$ cat config.mk
export PLATFORM = sky130hd
export DESIGN_NAME = cwbp_config
export DESIGN_NICKNAME = d
export VERILOG_FILES = /design/src/core/cwbp_pkg.sv /design/src/core/cwbp_config.sv
export SDC_FILE = /design/constraint.sdc
export NUM_CORES = 1
export LEC_CHECK = 0
export ABC_AREA = 1
export BUFFER_PORTS_ARGS = -buffer_cell sky130_fd_sc_hd__buf_4
export CORE_UTILIZATION = 27
export DETAILED_ROUTE_END_ITERATION = 8
export PLACE_DENSITY = 0.43
export SYNTH_ARGS = -nofsm -noshare
export SYNTH_HDL_FRONTEND = slang
export SYNTH_SLANG_ARGS = --single-unit
$ cat constraint.sdc
create_clock -name clk -period 3.4 [get_ports clk]
set_clock_uncertainty 0.2 [all_clocks]
set_input_delay 0.68 -clock clk [delete_from_list [all_inputs] [get_ports clk]]
set_output_delay 0.68 -clock clk [all_outputs]
set_load 0.005 [all_outputs]
$ cat src/core/cwbp_pkg.sv
// Purpose: Constants for the configuration word and boot protection block
// Assumes: Byte addresses of the configuration space are 24 bits wide
// Notes:   Unprogrammed bits read as one, except boot word bits 7:4, which read as zero
package cwbp_pkg;
    localparam logic [23:0] CFG_SPACE_LO   = 24'h800000;
    localparam logic [23:0] ADDR_BOOT      = 24'hF80000;
    localparam logic [23:0] ADDR_GENERAL   = 24'hF80004;
    localparam logic [23:0] ADDR_OSC_SEL   = 24'hF80006;
    localparam logic [23:0] ADDR_OSC       = 24'hF80008;
    localparam logic [23:0] ADDR_WATCHDOG  = 24'hF8000A;
    localparam logic [23:0] ADDR_POR       = 24'hF8000C;
    localparam logic [23:0] ADDR_DEBUG     = 24'hF8000E;
    localparam logic [23:0] ADDR_REVISION  = 24'hFF0002;
    localparam logic [7:0]  CFG_ERASED     = 8'hFF;
    localparam logic [7:0]  BOOT_ERASED    = 8'h0F;
    localparam logic [7:0]  BOOT_IMPL_MASK = 8'h0F;
    localparam logic [23:0] RDATA_IDLE     = 24'h000000;
    localparam int          SELECT_LSB     = 1;
    localparam int          PROTECT_BIT    = 0;
    localparam logic [2:0]  SEL_NONE       = 3'h7;
    localparam logic [2:0]  SEL_SMALL_STD  = 3'h6;
    localparam logic [2:0]  SEL_SMALL_HIGH = 3'h2;
    localparam logic [2:0]  SEL_LARGE_STD  = 3'h5;
    localparam logic [2:0]  SEL_LARGE_HIGH = 3'h1;
    localparam logic [23:0] BOOT_START     = 24'h000200;
    localparam logic [23:0] BOOT_END_SMALL = 24'h000AFE;
    localparam logic [23:0] BOOT_END_LARGE = 24'h0015FE;
    localparam logic [3:0]  REVISION_DFLT  = 4'h1; // Arbitrary value
endpackage

$ cat src/core/cwbp_config.sv
// Purpose: Configuration words, boot segment decode and protection
// Assumes: Table accesses arrive as single-cycle strobes on clk
// Notes:   Program writes arrive on a separate strobe for range checks
`timescale 1ns/1ns
`default_nettype none
module cwbp_config
    import cwbp_pkg::*;
#(
    parameter logic [3:0] MINOR_REVISION = REVISION_DFLT
)(
    input  wire logic        clk,
    input  wire logic        reset,
    input  wire logic        tbl_rd,
    input  wire logic        tbl_wr,
    input  wire logic        fetch_rd,
    input  wire logic [23:0] tbl_addr,
    input  wire logic [7:0]  tbl_wdata,
    input  wire logic [23:0] exec_pc,
    input  wire logic        prog_wr,
    input  wire logic [23:0] prog_addr,
    output logic [23:0]      tbl_rdata,
    output logic             tbl_denied,
    output logic             prog_wr_allow,
    output logic             boot_active,
    output logic             boot_high_sec,
    output logic             select_reserved
);
    ////////////////////////////////////////////////////////////////////////
    // Word table: index 0 is the boot word, index 6 the debug word
    localparam int NWORDS = 7;
    localparam logic [23:0] WORD_ADDR [NWORDS] = '{ADDR_BOOT, ADDR_GENERAL,
        ADDR_OSC_SEL, ADDR_OSC, ADDR_WATCHDOG, ADDR_POR, ADDR_DEBUG};

    // Stored words and registered answers
    logic [7:0]        cfg_reg [NWORDS];
    logic [23:0]       tbl_rdata_reg;
    logic              tbl_denied_reg;
    logic              prog_wr_allow_reg;
    logic              boot_active_reg;
    logic              boot_high_sec_reg;
    logic              select_reserved_reg;
    logic [NWORDS-1:0] hit;
    logic [23:0]       rdata_next;

    ////////////////////////////////////////////////////////////////////////
    // Fields of the boot word
    wire [2:0]  boot_segment_select = cfg_reg[0][SELECT_LSB +: 3];
    wire        boot_write_protect  = cfg_reg[0][PROTECT_BIT];

    // Segment size and security level from the select code
    wire        sel_small = (boot_segment_select == SEL_SMALL_STD) ||
                            (boot_segment_select == SEL_SMALL_HIGH);
    wire        sel_large = (boot_segment_select == SEL_LARGE_STD) ||
                            (boot_segment_select == SEL_LARGE_HIGH);
    wire        seg_valid = sel_small || sel_large;
    wire        seg_high  = (boot_segment_select == SEL_SMALL_HIGH) ||
                            (boot_segment_select == SEL_LARGE_HIGH);
    wire [23:0] seg_end   = sel_large ? BOOT_END_LARGE : BOOT_END_SMALL;
    // Reserved codes give no segment but are flagged
    wire        rsv_code  = !seg_valid && (boot_segment_select != SEL_NONE);

    ////////////////////////////////////////////////////////////////////////
    // Range checks; an inactive segment covers no address
    wire in_cfg_space = (tbl_addr >= CFG_SPACE_LO);
    wire tbl_in_boot  = seg_valid && (tbl_addr >= BOOT_START) && (tbl_addr <= seg_end);
    wire pc_in_boot   = seg_valid && (exec_pc >= BOOT_START) && (exec_pc <= seg_end);
    wire prog_in_boot = seg_valid && (prog_addr >= BOOT_START) && (prog_addr <= seg_end);
    wire is_rev       = (tbl_addr == ADDR_REVISION);

    // Refusals: secure reads from outside, fetches, protected writes
    wire rd_denied       = tbl_rd && tbl_in_boot && seg_high && !pc_in_boot;
    wire fetch_denied    = fetch_rd && in_cfg_space;
    wire wr_denied       = tbl_wr && tbl_in_boot && !boot_write_protect;
    wire tbl_denied_next = rd_denied || fetch_denied || wr_denied;
    wire prog_wr_next    = prog_wr && !(prog_in_boot && !boot_write_protect);

    ////////////////////////////////////////////////////////////////////////
    // Address decode and storage, one slice per word
    genvar g;
    generate
        for (g = 0; g < NWORDS; g++) begin : g_word
            assign hit[g] = (tbl_addr == WORD_ADDR[g]);
            // Erased after reset; a refused write leaves the word alone
            always_ff @(posedge clk or posedge reset) begin
                if (reset) begin
                    cfg_reg[g] <= (g == 0) ? BOOT_ERASED : CFG_ERASED;
                end else if (tbl_wr && hit[g] && !tbl_denied_next) begin
                    cfg_reg[g] <= (g == 0) ? (tbl_wdata & BOOT_IMPL_MASK) : tbl_wdata;
                end
            end
        end
    endgenerate

    ////////////////////////////////////////////////////////////////////////
    // Read data: one byte per word, revision zero-extended, else zero
    always_comb begin
        rdata_next = RDATA_IDLE;
        if (tbl_rd && !rd_denied) begin
            for (int i = 0; i < NWORDS; i++) begin
                if (hit[i]) begin
                    rdata_next = {16'h0000, cfg_reg[i]};
                end
            end
            if (is_rev) begin
                rdata_next = {20'h00000, MINOR_REVISION};
            end
        end
    end

    // Answers to the request of the previous cycle
    always_ff @(posedge clk or posedge reset) begin
        if (reset) begin
            tbl_rdata_reg     <= RDATA_IDLE;
            tbl_denied_reg    <= 1'b0;
            prog_wr_allow_reg <= 1'b0;
        end else begin
            tbl_rdata_reg     <= rdata_next;
            tbl_denied_reg    <= tbl_denied_next;
            prog_wr_allow_reg <= prog_wr_next;
        end
    end

    // Decoded levels follow the boot word one cycle late
    always_ff @(posedge clk or posedge reset) begin
        if (reset) begin
            boot_active_reg     <= 1'b0;
            boot_high_sec_reg   <= 1'b0;
            select_reserved_reg <= 1'b0;
        end else begin
            boot_active_reg     <= seg_valid;
            boot_high_sec_reg   <= seg_high;
            select_reserved_reg <= rsv_code;
        end
    end

    // Outputs straight from the registers
    assign tbl_rdata       = tbl_rdata_reg;
    assign tbl_denied      = tbl_denied_reg;
    assign prog_wr_allow   = prog_wr_allow_reg;
    assign boot_active     = boot_active_reg;
    assign boot_high_sec   = boot_high_sec_reg;
    assign select_reserved = select_reserved_reg;

    ////////////////////////////////////////////////////////////////////////
    // Protected segment refuses program writes
    a_boot_wr_block: assert property (
        @(posedge clk) disable iff (reset)
        prog_wr && prog_in_boot && !boot_write_protect |=> !prog_wr_allow)
        else $error("boot write passed while protected");

    // Writes outside the segment always pass
    a_outside_wr_ok: assert property (
        @(posedge clk) disable iff (reset)
        prog_wr && !prog_in_boot |=> prog_wr_allow)
        else $error("write outside boot refused");

    // Table writes into a protected segment are refused
    a_tbl_wr_block: assert property (
        @(posedge clk) disable iff (reset)
        tbl_wr && tbl_in_boot && !boot_write_protect |=> tbl_denied)
        else $error("table write into protected boot passed");

    // Boot word readback has its upper bits clear
    a_upper_zero: assert property (
        @(posedge clk) disable iff (reset)
        tbl_rd && tbl_addr == ADDR_BOOT |=> tbl_rdata[23:4] == 20'h00000)
        else $error("boot word upper bits set");

    // Revision word carries only the minor field
    a_rev_read: assert property (
        @(posedge clk) disable iff (reset)
        tbl_rd && is_rev |=> tbl_rdata == {20'h00000, MINOR_REVISION})
        else $error("revision read wrong");

    // Secure segment hides its contents from outside code
    a_high_sec_rd: assert property (
        @(posedge clk) disable iff (reset)
        tbl_rd && tbl_in_boot && seg_high && !pc_in_boot |=> tbl_denied && tbl_rdata == 24'h000000)
        else $error("secure boot read leaked");

    // Ordinary fetches never reach configuration space
    a_fetch_refused: assert property (
        @(posedge clk) disable iff (reset)
        fetch_rd && tbl_addr >= CFG_SPACE_LO |=> tbl_denied)
        else $error("fetch into config space allowed");

    // Last word of the table reads back its stored byte
    a_word_read: assert property (
        @(posedge clk) disable iff (reset)
        tbl_rd && tbl_addr == ADDR_DEBUG |=> tbl_rdata == {16'h0000, $past(cfg_reg[6])})
        else $error("debug word read wrong");

    // No-segment code leaves both levels low
    a_none_inactive: assert property (
        @(posedge clk) disable iff (reset)
        boot_segment_select == SEL_NONE |=> !boot_active && !select_reserved)
        else $error("no-segment code decoded");

    // Reserved codes are flagged and give no segment
    a_reserved_flag: assert property (
        @(posedge clk) disable iff (reset)
        rsv_code |=> select_reserved && !boot_active)
        else $error("reserved code not flagged");

    // Last word of the large segment is covered
    a_large_end: assert property (
        @(posedge clk) disable iff (reset)
        prog_wr && sel_large && !boot_write_protect && prog_addr == BOOT_END_LARGE |=> !prog_wr_allow)
        else $error("large segment end not protected");

    // First word past the small segment is free
    a_small_end: assert property (
        @(posedge clk) disable iff (reset)
        prog_wr && sel_small && !boot_write_protect && prog_addr == BOOT_END_SMALL + 24'h000002 |=> prog_wr_allow)
        else $error("small segment reaches too far");
endmodule
`default_nettype wire

**Word-level counts from Yosys, hierarchy flattened**

Index checks and enable logic that the tools add are counted.

- Register bits: 81
- Input bits: 86
- Word-level logic and storage cells: 85

- $lt $le $gt $ge: 7
- Equality and inequality tests: 13
- Mux-type cells: 10
- Reductions and logical operators: 42

Operators with widths:

| kind | count |
|---|---|
| 24-bit == test (second input constant) | 8 |
| 24-bit two-way mux | 8 |
| 24-bit by 10-bit >= comparator with 1-bit output (second input constant) | 3 |
| 24-bit by 13-bit less-or-equal comparator with 1-bit output | 3 |
| 1-bit logical AND | 30 |
| 24-bit >= comparator (second input constant) | 1 |
| 13-bit two-way mux | 1 |
| 3-bit == test (second input constant) | 2 |
| 1-bit logical NOT | 6 |
| 1-bit logical OR | 6 |
| 4-bit two-way mux | 1 |
| 3-bit by 1-bit == test with 1-bit output (second input constant) | 1 |
| 3-bit by 2-bit == test with 1-bit output (second input constant) | 1 |
| 3-bit != test (second input constant) | 1 |

**Logic depth before layout (Yosys ltp)**

- Depth after elaboration: 12
- Depth in mapped cells: 19

**Worst setup path before layout**

No wires, ideal clock.

- Path type: reg-to-reg
- Start point: register cfg_reg (netlist bit boot_segment_select[1])
- End point: register tbl_rdata_reg[6] (netlist: tbl_rdata[6])
- Library setup time: 124 ps
- Data arrival time: 2,182 ps
- Data required time: 3,076 ps
- Path slack: 894 ps
- Stages on the path, launching flop included: 18
- Clock period less this slack: 2,506 ps
- Path through: dfstp_2 -> inv_1 -> ha_1 -> ha_1 -> nand3_1 -> nand2_1 -> a21oi_1 -> nand2_1 -> nand2_1 -> nand2_1 -> nand2_1 -> nand2_1 -> nor2_2 -> nand2_2 -> buf_8 -> buf_6 -> nand4_1 -> nor2_1

- Cells in the longest elaborated chain, start to end: 11
- Elaborated cells between the ends (all ways): 22

Ends and longest elaborated chain:

| what | RTL line | RTL |
|---|---|---|
| start: declaration | cwbp_config.sv:35 | `logic [7:0] cfg_reg [NWORDS];` |
| start signal: indexed assignment | cwbp_config.sv:86 | `cfg_reg[g] <= (g == 0) ? BOOT_ERASED : CFG_ERASED;` |
| start signal: indexed assignment | cwbp_config.sv:88 | `cfg_reg[g] <= (g == 0) ? (tbl_wdata & BOOT_IMPL_MASK) : tbl_wdata;` |
| 3-bit == test (tied with other cells) | cwbp_config.sv:53 | `wire sel_large = (boot_segment_select == SEL_LARGE_STD) \|\|` |
| 1-bit logical OR (on tied branches) | cwbp_config.sv:53, cwbp_config.sv:51 |  |
| 13-bit two-way mux or 1-bit logical OR (tied branches) | cwbp_config.sv:58, cwbp_config.sv:55 |  |
| 24-bit by 13-bit less-or-equal comparator with 1-bit output or 1-bit logical AND (tied branches) | cwbp_config.sv:65 | `wire tbl_in_boot = seg_valid && (tbl_addr >= BOOT_START) && (tbl_addr <= seg_end);` |
| 1-bit logical AND | cwbp_config.sv:65 |  |
| 1-bit logical AND (2 in a row) | cwbp_config.sv:71 | `wire rd_denied = tbl_rd && tbl_in_boot && seg_high && !pc_in_boot;` |
| 1-bit logical AND * | cwbp_config.sv:71 |  |
| 1-bit logical NOT * | cwbp_config.sv:98 | `if (tbl_rd && !rd_denied) begin` |
| 1-bit logical AND * | cwbp_config.sv:98 |  |
| 24-bit two-way mux * | cwbp_config.sv:98 |  |
| net rdata_next[6] | cwbp_config.sv:43 | `logic [23:0] rdata_next;` |
| end signal: assignment | cwbp_config.sv:117 | `tbl_rdata_reg <= rdata_next;` |
| end: declaration | cwbp_config.sv:36 | `logic [23:0] tbl_rdata_reg;` |

Mark *: on every way through the listed nets, which the timed path passes. The rest lies on a longest branch.
A chain may end at the register's enable or synchronous reset.

**Worst setup path in the final report**

- Start point: register cfg_reg (netlist bit boot_segment_select[1])
- End point: register cfg_reg[31] (netlist bit)

- Cells in the longest elaborated chain, start to end: 12
- Elaborated cells between the ends (all ways): 25

Ends and longest elaborated chain:

| what | RTL line | RTL |
|---|---|---|
| 3-bit == test (tied with other cells) | cwbp_config.sv:53 |  |
| 1-bit logical OR (on tied branches) | cwbp_config.sv:53, cwbp_config.sv:51 |  |
| 13-bit two-way mux or 1-bit logical OR (tied branches) | cwbp_config.sv:58, cwbp_config.sv:55 |  |
| 24-bit by 13-bit less-or-equal comparator with 1-bit output or 1-bit logical AND (tied branches) | cwbp_config.sv:65 |  |
| 1-bit logical AND | cwbp_config.sv:65 |  |
| 1-bit logical AND (3 in a row) | cwbp_config.sv:71 |  |
| 1-bit logical OR | cwbp_config.sv:74 | `wire tbl_denied_next = rd_denied \|\| fetch_denied \|\| wr_denied;` |
| 1-bit logical OR * | cwbp_config.sv:74 |  |
| 1-bit logical NOT * | cwbp_config.sv:87 | `end else if (tbl_wr && hit[g] && !tbl_denied_next) begin` |
| 1-bit logical AND * | cwbp_config.sv:87 |  |

Every way passes the cells marked *; elsewhere a longest branch is shown, timed or not.

==> results.json <==
{
  "wl_per_cell_um": 14.9,
  "outcome": "complete, no violations",
  "syn_to_final_growth_pct": 28.4,
  "fin_nets": 777,
  "max-cap-violations": 0,
  "timing.setup.tns_ps": 0,
  "cp-start-kind": "register",
  "die_w_um": 129,
  "cts.sinks": 65,
  "yosysMostFrequentCell": "nand2_1",
  "ys_warn_count": 0,
  "largest_reg_flops": 48,
  "min_path_type": "reg -> reg",
  "drc": 0,
  "critical_path_class": "reg -> reg",
  "diodes": 0,
  "netlist_top_cells_area": "dfstp_2, nand2_1, nand4_1, dfrtp_1, nor2_1",
  "combPwrFrac_pct": 9.9,
  "period_needed_ps": 3040,
  "ant_nets": 0,
  "syn_inst": 578,
  "synth_top_area_share_pct": 31.6,
  "cts_resized": 0,
  "ys_seq_area_share_pct": 39.1,
  "hold_buffers": 0,
  "drive_gt1_share_pct": 31.8,
  "dpl_cell_area_um2": 5220,
  "fin_area_um2": 5560,
  "gp_congestion": 0.850,
  "dp_hpwl_um": 10300,
  "start_util_pct": 28.0,
  "leakage_nw": 2.66,
  "worstPathRequired_ps": 3470,
  "cts_setup_buffers": 0,
  "ys_seq_elements": 65,
  "fin_util_pct": 36.0,
  "fin_cells": 897,
  "cp_max_fo": 37,
  "hold_viol": 0,
  "swShare_pct": 22.6,
  "power_frac_seq_pct": 39.0,
  "fp.dieH_um": 129,
  "crit_top_cell": "nand2_1",
  "placed_cells": 881,
  "power_frac_clock_pct": 51.2,
  "setup-violations-final": 0,
  "critPathArrivalTime_ps": 3100,
  "cts_root_buffer": "clkbuf_16",
  "switchingPower_mw": 0.451,
  "row_count": 45,
  "async_flop_share_pct": 100,
  "drt-vias-per-instance": 4.69,
  "vias": 4207,
  "grt_setup_unrepaired": "no",
  "dieArea_um2": 16500,
  "tightest_slew_ps": 725,
  "synth.largest_area_cell": "dfstp_2",
  "critPathMaxStageDelay_ps": 550,
  "fmax_mhz": 329,
  "numCtsBuffers": 9,
  "grt_max_degree": 38,
  "antenna_found_initial": 0,
  "path_clk_slew_ps": 50,
  "grt_pass1_vias": 4087,
  "synth_edf_count": 0,
  "synth_commonest_cells": "nand2_1, nand4_1, nor2_1, dfstp_2, inv_1",
  "crit_slowest_cell": "dfstp_2",
  "routed_wl_um": 13400,
  "port_buffers": 98,
  "finalCritPeriodShare_pct": 89.3,
  "clockBufferDepth": 2,
  "powerDensity_nw_per_um2": 360,
  "path_cells": "inv_1, ha_2, ha_1, nand2_1, nor2_1, nand3_1, nand2_1, nand2_1, nand2_1, nand2_1, nand2_1, nor2_2, nand2_2, buf_12, buf_4, nand4_1, nand2_1",
  "synthFlopType": "dfstp_2",
  "endpoint_kind": "register",
  "first_pass_iters": 6,
  "globalRouteOverflowTotal": 0,
  "netlist_area_um2": 4330,
  "max_slew_margin_pct": 51.6,
  "htree_levels": 3,
  "first_iter_violations": 294,
  "core_area_um2": 15400,
  "p_int_mw": 1.55,
  "ir_drop_mv": 0.330,
  "drv_slew": 0,
  "synth_area_per_cell_um2": 7.49,
  "tritoncts": "done",
  "grtUsageTotal_pct": 17.0,
  "pin_count": 115,
  "insertion_delay_ps": 330,
  "grt_pass1_wl_um": 21700,
  "ys_types": 39
}
## through the flow
stage	hold slack [ps]	power, mW	setup WS [ps]
2_1_floorplan	240	0.877	894
6_report	259	2.00	364
3_5_place_dp	252	0.988	249
5_1_grt	270	2.07	110
4_1_cts	261	2.02	217
3_3_place_gp	251	0.987	301
## power by group through the flow
stage | sequential (mW) | clock, mW | combinational [mW]
after floorplan | 0.790 | 0 | 0.0869
after global placement | 0.790 | 0 | 0.197
after detailed placement | 0.790 | 0 | 0.198
after CTS | 0.779 | 1.04 | 0.199
after global routing | 0.778 | 1.08 | 0.219
final | 0.779 | 1.02 | 0.197
## placed cells by master (no fill, tap or decap), types with 4 or more instances in the layout
cell type  count
ha_1           9
dfstp_2       52
dfrtp_1       13
nor4_1         4
buf_4        106
nand2_1      195
nor2_2        10
nand3_2        7
nand4_1       66
inv_1         28
nor2_1        65
o21ai_0        5
nand3_1       26
conb_1        16
or2_0          4
o21bai_1       4
inv_2         10
clkbuf_16      9
nand2_2        4
a21oi_1       13
## cell families (layout without fill, tap and decap cells)
| family | after synthesis | after routing | share of synthesized area, % |
|---|---|---|---|
| other | 1 | 16 | 0.0867 |
| AO/OA/AOI/OAI | 32 | 32 | 4.68 |
| XOR/XNOR | 5 | 5 | 1.01 |
| flip-flops | 65 | 65 | 39.1 |
| AND/OR/NAND/NOR | 395 | 395 | 42.8 |
| adder cells (fa/ha/maj) | 10 | 10 | 2.89 |
| buffers and inverters | 70 | 163 | 9.46 |
## worst max-delay path: cells and delay by family, from the launching register on
kind / cells / cell delay, ps
buffers and inverters: 3 / 540
DFF: 1 / 550
and+or+nand+nor: 12 / 1080
adders and majority gates: 2 / 600
## metal layers
| metal | track usage [%] | share of wire, % |
|---|---|---|
| met1 | 24.7 | 51 |
| met2 | 25.8 | 43 |
| met3 | 3.70 | 5.5 |
| met4 | 3.46 | 0.81 |
| met5 | 0 | 0 |
## worst paths after layout
kind                       slack [ps]                 endpoint  depth (start not counted)                               start
max                               360  cfg_reg[31]$_DFFE_PP1P_                         17  boot_segment_select[1]$_DFFE_PP1P_
min                               260   cfg_reg[6]$_DFFE_PP1P_                          2              cfg_reg[6]$_DFFE_PP1P_
max reg2reg                       360  cfg_reg[31]$_DFFE_PP1P_                         17  boot_segment_select[1]$_DFFE_PP1P_
min reg2reg                       260   cfg_reg[6]$_DFFE_PP1P_                          2              cfg_reg[6]$_DFFE_PP1P_
max in group asynchronous        1920  cfg_reg[25]$_DFFE_PP1P_                          3                               reset
min in group asynchronous         280   tbl_rdata[6]$_DFF_PP0_                          2                               reset
## area by class of cell
cell class,count,area (um2)
inverters,39,149
clock buffers,11,253
clock inverters,5,77.6
fillers,1656,9870
well taps,211,264
flip-flops and latches,65,1690
repair buffers,108,836
multi-input cells,458,2280
Note: power is estimated with default switching activity, not from simulation.
